`config.mk`:
```
export PLATFORM = sky130hd
export DESIGN_NAME = pts_top
export DESIGN_NICKNAME = d
export VERILOG_FILES = /design/src/shared/pts_pkg.sv /design/src/rtl/pts_fifo.sv /design/src/rtl/pts_uart_tx.sv /design/src/rtl/pts_top.sv
export VERILOG_INCLUDE_DIRS = /design/src /design/src/shared
export SDC_FILE = /design/constraint.sdc
export NUM_CORES = 2
export LEC_CHECK = 0
export BUFFER_PORTS_ARGS = -buffer_cell sky130_fd_sc_hd__buf_2
export CAP_MARGIN = 15
export CORE_MARGIN = 5
export CORE_UTILIZATION = 30
export DETAILED_ROUTE_END_ITERATION = 8
export PLACE_DENSITY = 0.49
export SLEW_MARGIN = 15
export SYNTH_ARGS = -nofsm -noshare
export SYNTH_HDL_FRONTEND = slang
export SYNTH_SLANG_ARGS = --single-unit
```
`constraint.sdc`:
```
create_clock -name I_CORE_CLK -period 8.2 [get_ports I_CORE_CLK]
set_input_delay 2.46 -clock I_CORE_CLK [delete_from_list [all_inputs] [get_ports I_CORE_CLK]]
set_output_delay 2.46 -clock I_CORE_CLK [all_outputs]
set_load 0.05 [all_outputs]
```
`src/shared/pts_consts.svh`:
```
/*
 * constants of the telegram framer: clock, baud, led timing, crc, fifo.
 * assumes a 100 MHz core clock; included by the package and the rtl.
 */
`ifndef PTS_CONSTS_SVH
`define PTS_CONSTS_SVH

// ----------------------------------------------------------------
// clock and serial line
// ----------------------------------------------------------------
`define PTS_CLK_HZ 100000000
`define PTS_BAUD 115200
`define PTS_BIT_CYC (`PTS_CLK_HZ / `PTS_BAUD)
`define PTS_FRAME_BITS 10

// ----------------------------------------------------------------
// led and measurement period
// ----------------------------------------------------------------
`define PTS_PERIOD_MS 1000
`define PTS_LED_MS_PER_A 25
// one tick per centiampere of on-time
`define PTS_TICK_US (`PTS_LED_MS_PER_A * 1000 / 100)
`define PTS_TICK_CYC (`PTS_CLK_HZ / 1000000 * `PTS_TICK_US)
`define PTS_TICKS_PER_PERIOD (`PTS_PERIOD_MS * 1000 / `PTS_TICK_US)
`define PTS_LED_FULL_CA 4000

// ----------------------------------------------------------------
// telegram
// ----------------------------------------------------------------
`define PTS_TPL_LEN 307
`define PTS_DIGITS 55
`define PTS_TAIL_LAST 5
`define PTS_CRC_POLY 16'hA001
`define PTS_CRC_INIT 16'h0000
`define PTS_CHAR_HASH 8'h23
`define PTS_CHAR_ZERO 8'h30
`define PTS_CHAR_ALPHA 8'h37
`define PTS_CHAR_CR 8'h0D
`define PTS_CHAR_LF 8'h0A
`define PTS_FIFO_DEPTH 16

`endif

```
`src/shared/pts_pkg.sv`:
```
/*
 * types and the telegram template of the framer.
 * assumes pts_consts.svh is on the include path.
 */
`include "pts_consts.svh"

package pts_pkg;

	// ----------------------------------------------------------------
	// measurement snapshot, five bcd digits per value, msd first
	// ----------------------------------------------------------------
	typedef struct packed {
		logic [0:1][19:0] tot;
		logic [0:2][19:0] cur;
		logic [0:2][19:0] imp;
		logic [0:2][19:0] expo;
	} pts_meas_type;

	typedef enum logic [1:0] {GEN_IDLE, GEN_BODY, GEN_TAIL} pts_gen_type;
	typedef enum logic {UT_IDLE, UT_SEND} pts_uart_type;

	// ----------------------------------------------------------------
	// template, each # takes the next snapshot digit
	// ----------------------------------------------------------------
	// header id text is arbitrary
	localparam logic [8*`PTS_TPL_LEN-1:0] PTS_TEMPLATE = {
		"/ABC5P1FRAME\015\012\015\012",
		"1-3:0.2.8(50)\015\012",
		"1-0:1.8.1(000000.000*kWh)\015\012",
		"1-0:1.7.0(##.###*kW)\015\012",
		"1-0:2.7.0(##.###*kW)\015\012",
		"1-0:31.7.0(###.##*A)\015\012",
		"1-0:51.7.0(###.##*A)\015\012",
		"1-0:71.7.0(###.##*A)\015\012",
		"1-0:21.7.0(##.###*kW)\015\012",
		"1-0:41.7.0(##.###*kW)\015\012",
		"1-0:61.7.0(##.###*kW)\015\012",
		"1-0:22.7.0(##.###*kW)\015\012",
		"1-0:42.7.0(##.###*kW)\015\012",
		"1-0:62.7.0(##.###*kW)\015\012",
		"!"
	};

endpackage

```
`src/rtl/pts_fifo.sv`:
```
/*
 * synchronous fifo with valid/ready on both sides.
 * assumes one clock; depth is a power of two.
 */
`timescale 1ns/100ps

module pts_fifo #(
	parameter int W = 8,
	parameter int D = 16
) (
	// clock and control
	input wire logic i_clk,
	input wire logic i_resetn,
	input wire logic i_ce,
	// filling side
	input wire logic i_in_valid,
	input wire logic [W-1:0] i_in_data,
	output logic o_in_ready,
	// draining side
	output logic o_out_valid,
	output logic [W-1:0] o_out_data,
	input wire logic i_out_ready
);
	localparam int AW = $clog2(D);

	logic [W-1:0] mem [D];
	logic [AW:0] wp_r, wp_nxt, rp_r, rp_nxt;
	logic full, empty, push, pop;

	// extra pointer bit tells full from empty
	always_comb begin
		full = (wp_r[AW] != rp_r[AW]) && (wp_r[AW-1:0] == rp_r[AW-1:0]);
		empty = (wp_r == rp_r);
		o_in_ready = !full;
		o_out_valid = !empty;
		o_out_data = mem[rp_r[AW-1:0]];
		push = i_in_valid && !full;
		pop = i_out_ready && !empty;
		wp_nxt = push ? wp_r + 1'b1 : wp_r;
		rp_nxt = pop ? rp_r + 1'b1 : rp_r;
	end

	always_ff @(posedge i_clk) begin
		if (!i_resetn) begin
			wp_r <= '0;
			rp_r <= '0;
		end else if (i_ce) begin
			wp_r <= wp_nxt;
			rp_r <= rp_nxt;
		end
	end

	// storage has no reset, only written entries are read
	always_ff @(posedge i_clk) begin
		if (i_ce && push) begin
			mem[wp_r[AW-1:0]] <= i_in_data;
		end
	end

endmodule

```
`src/rtl/pts_uart_tx.sv`:
```
/*
 * character transmitter, 8 data bits, no parity, one stop bit.
 * assumes the caller holds data stable while valid and not ready.
 */
`timescale 1ns/100ps
`include "pts_consts.svh"

module pts_uart_tx
	import pts_pkg::*;
(
	// clock and control
	input wire logic i_clk,
	input wire logic i_resetn,
	input wire logic i_ce,
	// character in
	input wire logic i_valid,
	input wire logic [7:0] i_data,
	output logic o_ready,
	// line level, 1 is mark
	output logic o_line
);
	localparam logic [9:0] BIT_LAST = 10'(`PTS_BIT_CYC - 1);
	localparam logic [3:0] FRAME_LAST = 4'(`PTS_FRAME_BITS - 1);

	pts_uart_type st_r, st_nxt;
	logic [9:0] sh_r, sh_nxt;
	logic [9:0] baud_r, baud_nxt;
	logic [3:0] bit_r, bit_nxt;
	logic line_r, line_nxt;

	// frame is start, lsb first data, stop
	always_comb begin
		st_nxt = st_r;
		sh_nxt = sh_r;
		baud_nxt = baud_r;
		bit_nxt = bit_r;
		line_nxt = line_r;
		o_ready = (st_r == UT_IDLE);
		case (st_r)
			UT_IDLE: begin
				line_nxt = 1'b1;
				if (i_valid) begin
					sh_nxt = {1'b1, i_data, 1'b0};
					baud_nxt = '0;
					bit_nxt = '0;
					line_nxt = 1'b0;
					st_nxt = UT_SEND;
				end
			end
			UT_SEND: begin
				baud_nxt = baud_r + 1'b1;
				if (baud_r == BIT_LAST) begin
					baud_nxt = '0;
					bit_nxt = bit_r + 1'b1;
					sh_nxt = {1'b1, sh_r[9:1]};
					line_nxt = sh_r[1];
					if (bit_r == FRAME_LAST) begin
						line_nxt = 1'b1;
						st_nxt = UT_IDLE;
					end
				end
			end
			default: st_nxt = UT_IDLE;
		endcase
	end

	always_ff @(posedge i_clk) begin
		if (!i_resetn) begin
			st_r <= UT_IDLE;
			sh_r <= '1;
			baud_r <= '0;
			bit_r <= '0;
			line_r <= 1'b1;
		end else if (i_ce) begin
			st_r <= st_nxt;
			sh_r <= sh_nxt;
			baud_r <= baud_nxt;
			bit_r <= bit_nxt;
			line_r <= line_nxt;
		end
	end

	assign o_line = line_r;

endmodule

```
`src/rtl/pts_top.sv`:
```
/*
 * telegram framer and status leds of a three-phase current sensor.
 * once per second, while data is requested, a text telegram is built from the latest measurement
 * snapshot, pushed through a fifo and sent on an open-collector line.
 * assumes bcd measurement values from the front end, all inputs
 * synchronous to I_CORE_CLK, and a pull-up on the data line.
 */
// Behaviour
// - line runs at 115200 baud, 8 data bits, no parity, 1 stop.
// - current led repeats a one-second cycle, one on then one off.
// - current led lit 25 ms per ampere of summed current.
// - summed current above 40 A keeps current led lit.
// - no current measured keeps current led dark all cycle.
// - request led follows the data-request input level.
// - unmeasured objects still sent with zero value.
// - version object 1-3:0.2.8 carries a two-character value.
// - per-phase currents with three integer, two fraction digits.
// - import power total in kW, five digits, three fractional.
// - export power total uses same five-digit kW format.
// - per-phase import power objects in kW, three fractional.
// - per-phase export power objects starting with 22.7.0.
// - new telegram at end of each one-second cycle while request is high.
`timescale 1ns/100ps
`include "pts_consts.svh"

module pts_top
	import pts_pkg::*;
#(
	parameter int P_TICK_CYC = `PTS_TICK_CYC
) (
	// clock, reset, enable
	input wire logic I_CORE_CLK,
	input wire logic I_RESETN,
	input wire logic I_CE,
	// measurement front end
	input wire logic I_MEAS_VALID,
	input wire pts_pkg::pts_meas_type I_MEAS,
	// p1 port
	input wire logic I_P1_REQ,
	input wire logic I_P1_DATA_IN,
	output logic O_P1_DATA_OUT,
	output logic O_P1_DATA_OE_N,
	// leds
	output logic O_POWER_INDICATOR_LED,
	output logic O_CURRENT_LED,
	output logic O_REQ_LED
);
	import pts_pkg::*;

	localparam int FLAT_W = 4 * `PTS_DIGITS;
	localparam logic [14:0] TICK_LAST = 15'(P_TICK_CYC - 1);
	localparam logic [11:0] PERIOD_LAST = 12'(`PTS_TICKS_PER_PERIOD - 1);
	localparam logic [18:0] LED_FULL = 19'(`PTS_LED_FULL_CA);
	localparam logic [8:0] TPL_LAST = 9'(`PTS_TPL_LEN - 1);
	localparam logic [2:0] TAIL_LAST = 3'(`PTS_TAIL_LAST);

	// ----------------------------------------------------------------
	// helpers
	// ----------------------------------------------------------------

	// five bcd digits to centiamperes
	function automatic logic [16:0] bcd5_bin(input logic [19:0] b);
		logic [16:0] s;
		s = 17'(b[19:16]) * 17'd10000;
		s = s + 17'(b[15:12]) * 17'd1000;
		s = s + 17'(b[11:8]) * 17'd100;
		s = s + 17'(b[7:4]) * 17'd10;
		s = s + 17'(b[3:0]);
		return s;
	endfunction

	// reflected crc16, one character at a time
	function automatic logic [15:0] crc_step(input logic [15:0] c,
		input logic [7:0] d);
		logic [15:0] r;
		r = c ^ {8'h00, d};
		for (int i = 0; i < 8; i++) begin
			r = r[0] ? ((r >> 1) ^ `PTS_CRC_POLY) : (r >> 1);
		end
		return r;
	endfunction

	// upper-case hex digit
	function automatic logic [7:0] hex_char(input logic [3:0] n);
		logic [7:0] r;
		r = (n < 4'hA) ? (`PTS_CHAR_ZERO + {4'h0, n}) :
			(`PTS_CHAR_ALPHA + {4'h0, n});
		return r;
	endfunction

	// ----------------------------------------------------------------
	// measurement capture
	// ----------------------------------------------------------------
	pts_meas_type meas_r, meas_nxt;
	logic [18:0] total_r, total_nxt;

	// sum of phase currents kept in centiamperes for the led
	always_comb begin
		meas_nxt = meas_r;
		total_nxt = total_r;
		if (I_MEAS_VALID) begin
			meas_nxt = I_MEAS;
			total_nxt = 19'(bcd5_bin(I_MEAS.cur[0])) +
				19'(bcd5_bin(I_MEAS.cur[1])) +
				19'(bcd5_bin(I_MEAS.cur[2]));
		end
	end

	always_ff @(posedge I_CORE_CLK) begin
		if (!I_RESETN) begin
			meas_r <= '0;
			total_r <= '0;
		end else if (I_CE) begin
			meas_r <= meas_nxt;
			total_r <= total_nxt;
		end
	end

	// ----------------------------------------------------------------
	// one-second period in 250 us ticks
	// ----------------------------------------------------------------
	logic [14:0] pre_r, pre_nxt;
	logic [11:0] tick_r, tick_nxt;
	logic tick, period_end;

	// one tick per centiampere of led on-time
	always_comb begin
		tick = (pre_r == TICK_LAST);
		period_end = tick && (tick_r == PERIOD_LAST);
		pre_nxt = tick ? '0 : pre_r + 1'b1;
		tick_nxt = tick_r;
		if (tick) begin
			tick_nxt = period_end ? '0 : tick_r + 1'b1;
		end
	end

	always_ff @(posedge I_CORE_CLK) begin
		if (!I_RESETN) begin
			pre_r <= '0;
			tick_r <= '0;
		end else if (I_CE) begin
			pre_r <= pre_nxt;
			tick_r <= tick_nxt;
		end
	end

	// ----------------------------------------------------------------
	// leds
	// ----------------------------------------------------------------
	logic cur_led_r, cur_led_nxt, req_led_r, req_led_nxt;

	// lit from period start for total_r ticks, then dark
	always_comb begin
		cur_led_nxt = ({7'h00, tick_r} < total_r);
		if (total_r > LED_FULL) begin
			cur_led_nxt = 1'b1;
		end
		req_led_nxt = I_P1_REQ;
	end

	always_ff @(posedge I_CORE_CLK) begin
		if (!I_RESETN) begin
			cur_led_r <= 1'b0;
			req_led_r <= 1'b0;
		end else if (I_CE) begin
			cur_led_r <= cur_led_nxt;
			req_led_r <= req_led_nxt;
		end
	end

	// ----------------------------------------------------------------
	// telegram generator
	// ----------------------------------------------------------------
	pts_gen_type gst_r, gst_nxt;
	pts_meas_type snap_r, snap_nxt;
	logic [FLAT_W-1:0] snap_flat;
	logic [8:0] idx_r, idx_nxt;
	logic [5:0] dptr_r, dptr_nxt;
	logic [2:0] tail_r, tail_nxt;
	logic [15:0] crc_r, crc_nxt;
	logic [7:0] tpl_char, dig_char, push_data;
	logic push_valid, push_ready;

	// template char and the digit that a # stands for
	always_comb begin
		snap_flat = snap_r;
		tpl_char = PTS_TEMPLATE[8 * (TPL_LAST - idx_r) +: 8];
		dig_char = `PTS_CHAR_ZERO +
			{4'h0, snap_flat[FLAT_W - 1 - 4 * dptr_r -: 4]};
	end

	// one character per accepted push; a frozen snapshot keeps the
	// telegram consistent even if a measurement lands mid-send
	always_comb begin
		gst_nxt = gst_r;
		snap_nxt = snap_r;
		idx_nxt = idx_r;
		dptr_nxt = dptr_r;
		tail_nxt = tail_r;
		crc_nxt = crc_r;
		push_valid = 1'b0;
		push_data = 8'h00;
		case (gst_r)
			GEN_IDLE: begin
				if (period_end && I_P1_REQ) begin
					snap_nxt = meas_r;
					idx_nxt = '0;
					dptr_nxt = '0;
					crc_nxt = `PTS_CRC_INIT;
					gst_nxt = GEN_BODY;
				end
			end
			GEN_BODY: begin
				push_valid = 1'b1;
				push_data = (tpl_char == `PTS_CHAR_HASH) ? dig_char :
					tpl_char;
				if (push_ready) begin
					crc_nxt = crc_step(crc_r, push_data);
					idx_nxt = idx_r + 1'b1;
					if (tpl_char == `PTS_CHAR_HASH) begin
						dptr_nxt = dptr_r + 1'b1;
					end
					if (idx_r == TPL_LAST) begin
						tail_nxt = '0;
						gst_nxt = GEN_TAIL;
					end
				end
			end
			GEN_TAIL: begin
				push_valid = 1'b1;
				// crc hex msd first, then line end
				case (tail_r)
					3'd0: push_data = hex_char(crc_r[15:12]);
					3'd1: push_data = hex_char(crc_r[11:8]);
					3'd2: push_data = hex_char(crc_r[7:4]);
					3'd3: push_data = hex_char(crc_r[3:0]);
					3'd4: push_data = `PTS_CHAR_CR;
					default: push_data = `PTS_CHAR_LF;
				endcase
				if (push_ready) begin
					tail_nxt = tail_r + 1'b1;
					if (tail_r == TAIL_LAST) begin
						gst_nxt = GEN_IDLE;
					end
				end
			end
			default: gst_nxt = GEN_IDLE;
		endcase
	end

	always_ff @(posedge I_CORE_CLK) begin
		if (!I_RESETN) begin
			gst_r <= GEN_IDLE;
			snap_r <= '0;
			idx_r <= '0;
			dptr_r <= '0;
			tail_r <= '0;
			crc_r <= `PTS_CRC_INIT;
		end else if (I_CE) begin
			gst_r <= gst_nxt;
			snap_r <= snap_nxt;
			idx_r <= idx_nxt;
			dptr_r <= dptr_nxt;
			tail_r <= tail_nxt;
			crc_r <= crc_nxt;
		end
	end

	// ----------------------------------------------------------------
	// fifo and transmitter
	// ----------------------------------------------------------------
	logic fifo_valid, tx_ready, tx_line;
	logic [7:0] fifo_data;

	// the generator outruns the line, so the fifo fills and stalls it
	pts_fifo #(
		.W(8),
		.D(`PTS_FIFO_DEPTH)
	) u_fifo (
		.i_clk(I_CORE_CLK),
		.i_resetn(I_RESETN),
		.i_ce(I_CE),
		.i_in_valid(push_valid),
		.i_in_data(push_data),
		.o_in_ready(push_ready),
		.o_out_valid(fifo_valid),
		.o_out_data(fifo_data),
		.i_out_ready(tx_ready)
	);

	pts_uart_tx u_tx (
		.i_clk(I_CORE_CLK),
		.i_resetn(I_RESETN),
		.i_ce(I_CE),
		.i_valid(fifo_valid),
		.i_data(fifo_data),
		.o_ready(tx_ready),
		.o_line(tx_line)
	);

	// ----------------------------------------------------------------
	// outputs
	// ----------------------------------------------------------------
	// open collector: pull low for space, release for mark and idle;
	// the line is never read back, I_P1_DATA_IN is left unused
	assign O_P1_DATA_OUT = 1'b0;
	assign O_P1_DATA_OE_N = tx_line;
	assign O_POWER_INDICATOR_LED = 1'b1; // lit whenever powered
	assign O_CURRENT_LED = cur_led_r;
	assign O_REQ_LED = req_led_r;

endmodule

```
=== After elaboration in Yosys (flattened, before gate mapping) ===
Memories as Yosys holds them, arrays and structs flattened. A register that Yosys moved wholly into a read port is not among the register bits.
Cells that the tools add are included.

* Flip-flop bits (word level): 560
* RAM bits: 128
* Output and inout bits: 5
* Word-level logic and storage cells: 213
* Memories: 1

{| class="wikitable"
|+ Memories
! name !! words !! width !! rd ports !! clocked after Yosys merged registers in !! write ports !! line !! RTL
|-
| u_fifo.mem || 16 || 8 || 1 || 1 || 1 || pts_fifo.sv:26 || <nowiki>logic [W-1:0] mem [D];</nowiki>
|}

* $add $sub $neg: 34
* $mul: 12
* $lt $le $gt $ge: 6
* Equality and inequality tests: 24
* Shift operators: 2
* Multiplexer cells: 60
* Bitwise logic cells: 10
* Reductions and logical operators: 25

{| class="wikitable"
|+ Operator list
! kind !! count
|-
| 2456-bit by 33-bit variable part select with 8-bit output, first input constant || 1
|-
| 223-bit by 33-bit variable part select with 4-bit output || 1
|-
| 16-bit 2-to-1 mux || 10
|-
| 6-bit by 4-bit adder with 7-bit output, first input constant || 9
|-
| 17-bit by 11-bit adder with 17-bit output || 3
|-
| 17-bit by 14-bit adder with 17-bit output || 3
|-
| 17-bit by 4-bit adder with 17-bit output || 3
|-
| 17-bit by 8-bit adder with 17-bit output || 3
|-
| 10-bit 2-to-1 mux || 4
|-
| 10-bit case mux with 2 select lines || 2
|-
| 4-bit by 10-bit multiplier with 13-bit output, second input constant || 3
|-
| 7-bit case mux with 5 select lines || 1
|-
| 4-bit by 7-bit multiplier with 11-bit output, second input constant || 3
|-
| 16-bit case mux with 2 select lines || 1
|-
| 7-bit 2-to-1 mux || 4
|-
| 4-bit by 5-bit multiplier with 9-bit output, second input constant || 3
|-
| 2-bit inverter with 3-bit output || 8
|-
| 4-bit by 3-bit multiplier with 7-bit output, second input constant || 3
|-
| 18-bit by 17-bit adder with 19-bit output || 1
|-
| 19-bit by 12-bit greater-than comparator with 1-bit output, second input constant || 1
|-
| 12-bit by 19-bit less-than comparator with 1-bit output || 1
|-
| 17-bit by 17-bit adder with 18-bit output || 1
|-
| 6-bit 2-to-1 mux || 3
|-
| 9-bit 2-to-1 mux || 2
|-
| other kinds (53) || 99
|}

=== Depth between registers and ports, before layout ===
* Word-level depth: 23
* Depth in mapped cells: 29

=== Modules after synthesis ===
Synthesis repeated with hierarchy kept, for this count alone.

* Cells, all modules: 4518
* Area total of the unflattened synthesis: 41219.5 sq um

{| class="wikitable"
|+ By module, submodules not included
! module !! instances !! cells an instance !! area an instance (sq um)
|-
| pts_top || 1 || 4105 || 34226.6
|-
| pts_fifo || 1 || 286 || 5835.6
|-
| pts_uart_tx || 1 || 127 || 1157.4
|}

=== Worst setup path before layout ===
No wires, ideal clock.

* Path type: input -> register
* Start point: input I_MEAS[173] (netlist bit)
* End point: register total_r[16]
* Arrival time: 8.254 ns
* Data required time: 8.138 ns
* Slack: -0.116 ns
* Stages: 25
* Buffers on the path: 0
* Cell sequence: ha_1 fa_1 inv_1 fa_1 fa_1 inv_1 fa_1 ha_1 a21oi_1 o21bai_1 a21oi_1 nor2b_1 nor2_1 nor2_1 o21ai_0 nand2b_1 a21oi_1 o21bai_1 a21oi_1 xnor2_1 fa_1 inv_1 ha_1 or4b_2 nand3_1

* Longest elaborated chain between the ends: 7

{| class="wikitable"
|+ Ends and longest elaborated chain
! item !! line !! RTL
|-
| start, declared || pts_top.sv:37 || <nowiki>input wire pts_pkg::pts_meas_type I_MEAS,</nowiki>
|-
| 4-bit by 7-bit multiplier with 11-bit output || pts_top.sv:65 || <nowiki>s = s + 17'(b[15:12]) * 17'd1000;</nowiki>
|-
| 17-bit by 14-bit adder with 17-bit output || pts_top.sv:65 ||
|-
| 17-bit by 11-bit adder with 17-bit output || pts_top.sv:66 || <nowiki>s = s + 17'(b[11:8]) * 17'd100;</nowiki>
|-
| 17-bit by 8-bit adder with 17-bit output || pts_top.sv:67 || <nowiki>s = s + 17'(b[7:4]) * 17'd10;</nowiki>
|-
| 17-bit by 4-bit adder with 17-bit output || pts_top.sv:68 || <nowiki>s = s + 17'(b[3:0]);</nowiki>
|-
| 17-bit by 17-bit adder with 18-bit output || pts_top.sv:103 || <nowiki>total_nxt = 19'(bcd5_bin(I_MEAS.cur[0])) +</nowiki>
|-
| 18-bit by 17-bit adder with 19-bit output || pts_top.sv:104 || <nowiki>19'(bcd5_bin(I_MEAS.cur[1])) +</nowiki>
|-
| end signal, assigned || pts_top.sv:115 || <nowiki>total_r <= total_nxt;</nowiki>
|-
| end, declared || pts_top.sv:95 || <nowiki>logic [18:0] total_r, total_nxt;</nowiki>
|}

No other way between the ends.
A chain may end at the register's enable or synchronous reset.

=== Worst setup path after layout ===
* Start point: input I_MEAS[133] (netlist bit)
* End point: register total_r[16]

* Longest elaborated chain between the ends: 6

{| class="wikitable"
|+ Ends and longest elaborated chain
! item !! line
|-
| 4-bit by 7-bit multiplier with 11-bit output || pts_top.sv:65
|-
| 17-bit by 14-bit adder with 17-bit output || pts_top.sv:65
|-
| 17-bit by 11-bit adder with 17-bit output || pts_top.sv:66
|-
| 17-bit by 8-bit adder with 17-bit output || pts_top.sv:67
|-
| 17-bit by 4-bit adder with 17-bit output || pts_top.sv:68
|-
| 18-bit by 17-bit adder with 19-bit output || pts_top.sv:104
|}

No other way between the ends.

==> metrics <==
status=finished, final reports clean; HPWL Detailed=87.87 mm; cell row count=133; post-layout util=35.43%; CTS tree=done; Worst-path clk slew=0.06 ns; DIE AREA=0.1403 mm^2; P_sw=5.381 mW; final setup margin=0.2078 ns; Max rail drop VDD=955.3 uV; Die X=374.6 um; Worst Path Arrival=8.57 ns; syn_nets=5025; GPL Wtd Cong=0.9301; max-slew violations=0; DR vias/cell=4.925; top_reg_cell synth=dfxtp_1; share of the yosys chip area belonging to registers=36.65%; final hold slack=0.4591 ns; Crit Path Max Fanout=5; PortBufs=227; skew final=0.03265 ns; area leader, netlist=dfxtp_1; Synth cell types=102; Gate Count Post-Synth=4451; core area=0.1318 mm^2; Post-synth top cells=nand2_1, dfxtp_1, a21boi_0; Flop pwr share=22.7%; Switching Fraction=35.09%; top cells by area, synth=dfxtp_1, nand2_1, a21boi_0, edfxtp_1, ha_1; P_leak=17.91 nW; combinational power share=54.6%; RSZ-0062 raised after global routing=yes; cell internal pwr=9.954 mW; Syn-to-layout area delta=17.08%; vias after detailed routing=32060; endpoint class of the critical path=flip-flop; drt pass-1 iters=5; average size of a mapped cell=8.960 um^2; Filler cells=13850; Starting Density=30.26%; clock sinks=674; setup TNS=0 ns; ANT nets after route=0; final WL=123.7 mm; die height=374.6 um; Slew headroom=17.90%; first-pass GRT wire length=191.0 mm; GRT Total Usage=17.10%; layout cells sized above 1=15.87%; # nets final=5267; largest net degree at the start of global routing=273; warnings from Yosys=0; CP Data Required Time=8.77 ns; DRC viols=0; Cell Area, Synth=0.03988 mm^2; Max-Cap Viols=0; pre-CTS setup slack=-0.5471 ns; Clk pwr share=22.7%; EDFF count, synth=112; Ports=231; CTS buffer count=77; FF/Latch Area=0.01462 mm^2; most frequent cell after synthesis=nand2_1; post-synth top area share=28.21%; Critical Path Source Type=input pin; gr ovfl total=0; hold crit path type=flip-flop to flip-flop; Max H-tree Level=3; Wirelength per Cell=19.00 um; WP buf/inv=6; Period minus WS final=7.992 ns; crit path kind=input pin to flip-flop; fin crit share=97.47%; initial antenna violation count=7; crit-path most repeated cell=fa_1; Fin. Hold Viols=0; maximum root-to-sink buffer count=3; vias in the first global route=31570; cell family with most CP delay=adder cells; slowest cell delay on critical path=0.65 ns; area taken by multi-input logic gates=0.02356 mm^2; actual slew at the worst max-slew pin=1.231 ns; Skew-Pair Late Insertion Delay=0.65 ns; total power=15.34 mW; fmax=125.1 MHz; Worst path slowest cell=or4b_2; register bit total from synthesis=674; root buf cell=clkbuf_16; 1st-iter DRT viols=2154; Cell Pwr Density=328.4 mW/mm^2; post-synthesis async set-or-reset flop share=0%; # setup viols final=0
worst paths after layout:
check,startpoint,to,slack [ns],depth (start not counted)
max,I_MEAS[133],total_r[16]$_SDFFE_PN0P_,0.21,27
min,snap_flat[182]$_SDFFE_PN0P_,snap_flat[182]$_SDFFE_PN0P_,0.46,2
max reg2reg,idx_r[1]$_SDFFE_PN0P_,crc_r[0]$_SDFFE_PN0P_,2.15,18
min reg2reg,snap_flat[182]$_SDFFE_PN0P_,snap_flat[182]$_SDFFE_PN0P_,0.46,2
metrics by stage:
| step | instances | area [um^2] |
|---|---|---|
| 4_1_cts | 6506 | 46530 |
| 5_1_grt | 6506 | 46680 |
| 3_3_place_gp | 6368 | 43960 |
| 3_5_place_dp | 6369 | 43970 |
| 6_report | 6510 | 46690 |
| 2_1_floorplan | 4451 | 39940 |
logic make-up after synthesis:
| group | count (synthesis) | synth area share [%] |
|---|---|---|
| compound gates | 1070 | 18.85 |
| buf+inv | 512 | 5.152 |
| xor+xnor | 180 | 4.082 |
| fa+ha+maj | 348 | 12.78 |
| simple gates | 1541 | 16.37 |
| other cells | 2 | 0.01883 |
| mux | 124 | 6.105 |
| flops | 674 | 36.65 |
power by group through the flow:
stage	Clock, mW	Sequential [mW]	Combinational [mW]
after floorplan	0	3.54	4.74
after global placement	0	3.54	8.17
after global routing	3.74	3.48	9.63
final	3.49	3.47	8.37
after CTS	3.60	3.47	8.24
after detailed placement	0	3.55	8.19
flip-flops by register name, summed over array words and instances (netlist names), 6 cells and up, named ones only:
signal,count
dptr_r,6
u_tx.baud_r,10
u_fifo.mem,112
idx_r,9
tick_r,12
snap_flat,220
crc_r,16
pre_r,15
total_r,19
u_tx.sh_r,8
meas_r,220
final cells by class:
type	count	share of cell area, %
antenna	4	0.02144
clock buffer	111	4.703
clock inverter	26	0.7905
inverter	228	1.833
multi-input combinational	3265	50.46
sequential	674	31.31
tap	1755	4.703
timing repair buffer	447	6.179
cells in the final DEF, fill, tap and decap left out, drive strengths merged, types with 9 or more instances in the layout:
| master | count |
|---|---|
| o31ai | 12 |
| xnor2 | 121 |
| mux4 | 95 |
| inv | 229 |
| fa | 99 |
| buf | 447 |
| a31oi | 18 |
| o22ai | 22 |
| a22oi | 28 |
| a21o | 26 |
| nand3 | 50 |
| nor3 | 47 |
| nand4 | 28 |
| a2111oi | 10 |
| o21ai | 151 |
| o211ai | 28 |
| a21oi | 167 |
| ha | 249 |
| nor4 | 12 |
| and3 | 15 |
| clkinv | 17 |
| and2 | 41 |
| a211oi | 20 |
| nor2 | 157 |
| nor2b | 50 |
| dfxtp | 562 |
| o221ai | 10 |
| nand2 | 1080 |
| or3 | 17 |
| xor2 | 58 |
| o311ai | 9 |
| a21boi | 453 |
| o2111ai | 12 |
| mux2i | 28 |
| nand2b | 19 |
| a221oi | 17 |
| clkbuf | 111 |
| edfxtp | 112 |
| o21bai | 23 |
worst reg2reg max path, cell delays in order, from the launching register on:
cell and delay, ns:
dfxtp_1 0.80, ha_1 0.42, nor2b_1 0.24, a32oi_2 0.86, buf_4 0.30, nor3_1 0.06
a2111oi_0 0.62, buf_4 0.24, a211oi_1 0.08, o211ai_1 0.24, o211a_1 0.31, nor2_1 0.10
a41oi_1 0.39, xnor2_1 0.17, xnor2_1 0.26, xnor3_1 0.42, xnor2_2 0.19, xnor2_1 0.14
o21ai_1 0.08
metal layers:
| metal | global-route usage [%] | share of wire (%) | vias to the layer above | wire (um) |
|---|---|---|---|---|
| li1 | - | - | 15840 | - |
| met1 | 25.04 | 49 | 15320 | 60960 |
| met2 | 26.50 | 44 | 728 | 54220 |
| met3 | 2.533 | 4.7 | 169 | 5798 |
| met4 | 4.136 | 2.2 | 2 | 2683 |
| met5 | 0 | 0.011 | - | 13 |
what timing repair did:
item,in CTS,in global routing
gates resized for setup,0,38
setup buffers,0,0
setup endpoints to repair,0,5
hold buffers,0,0
(Power assumes the default switching activity.)
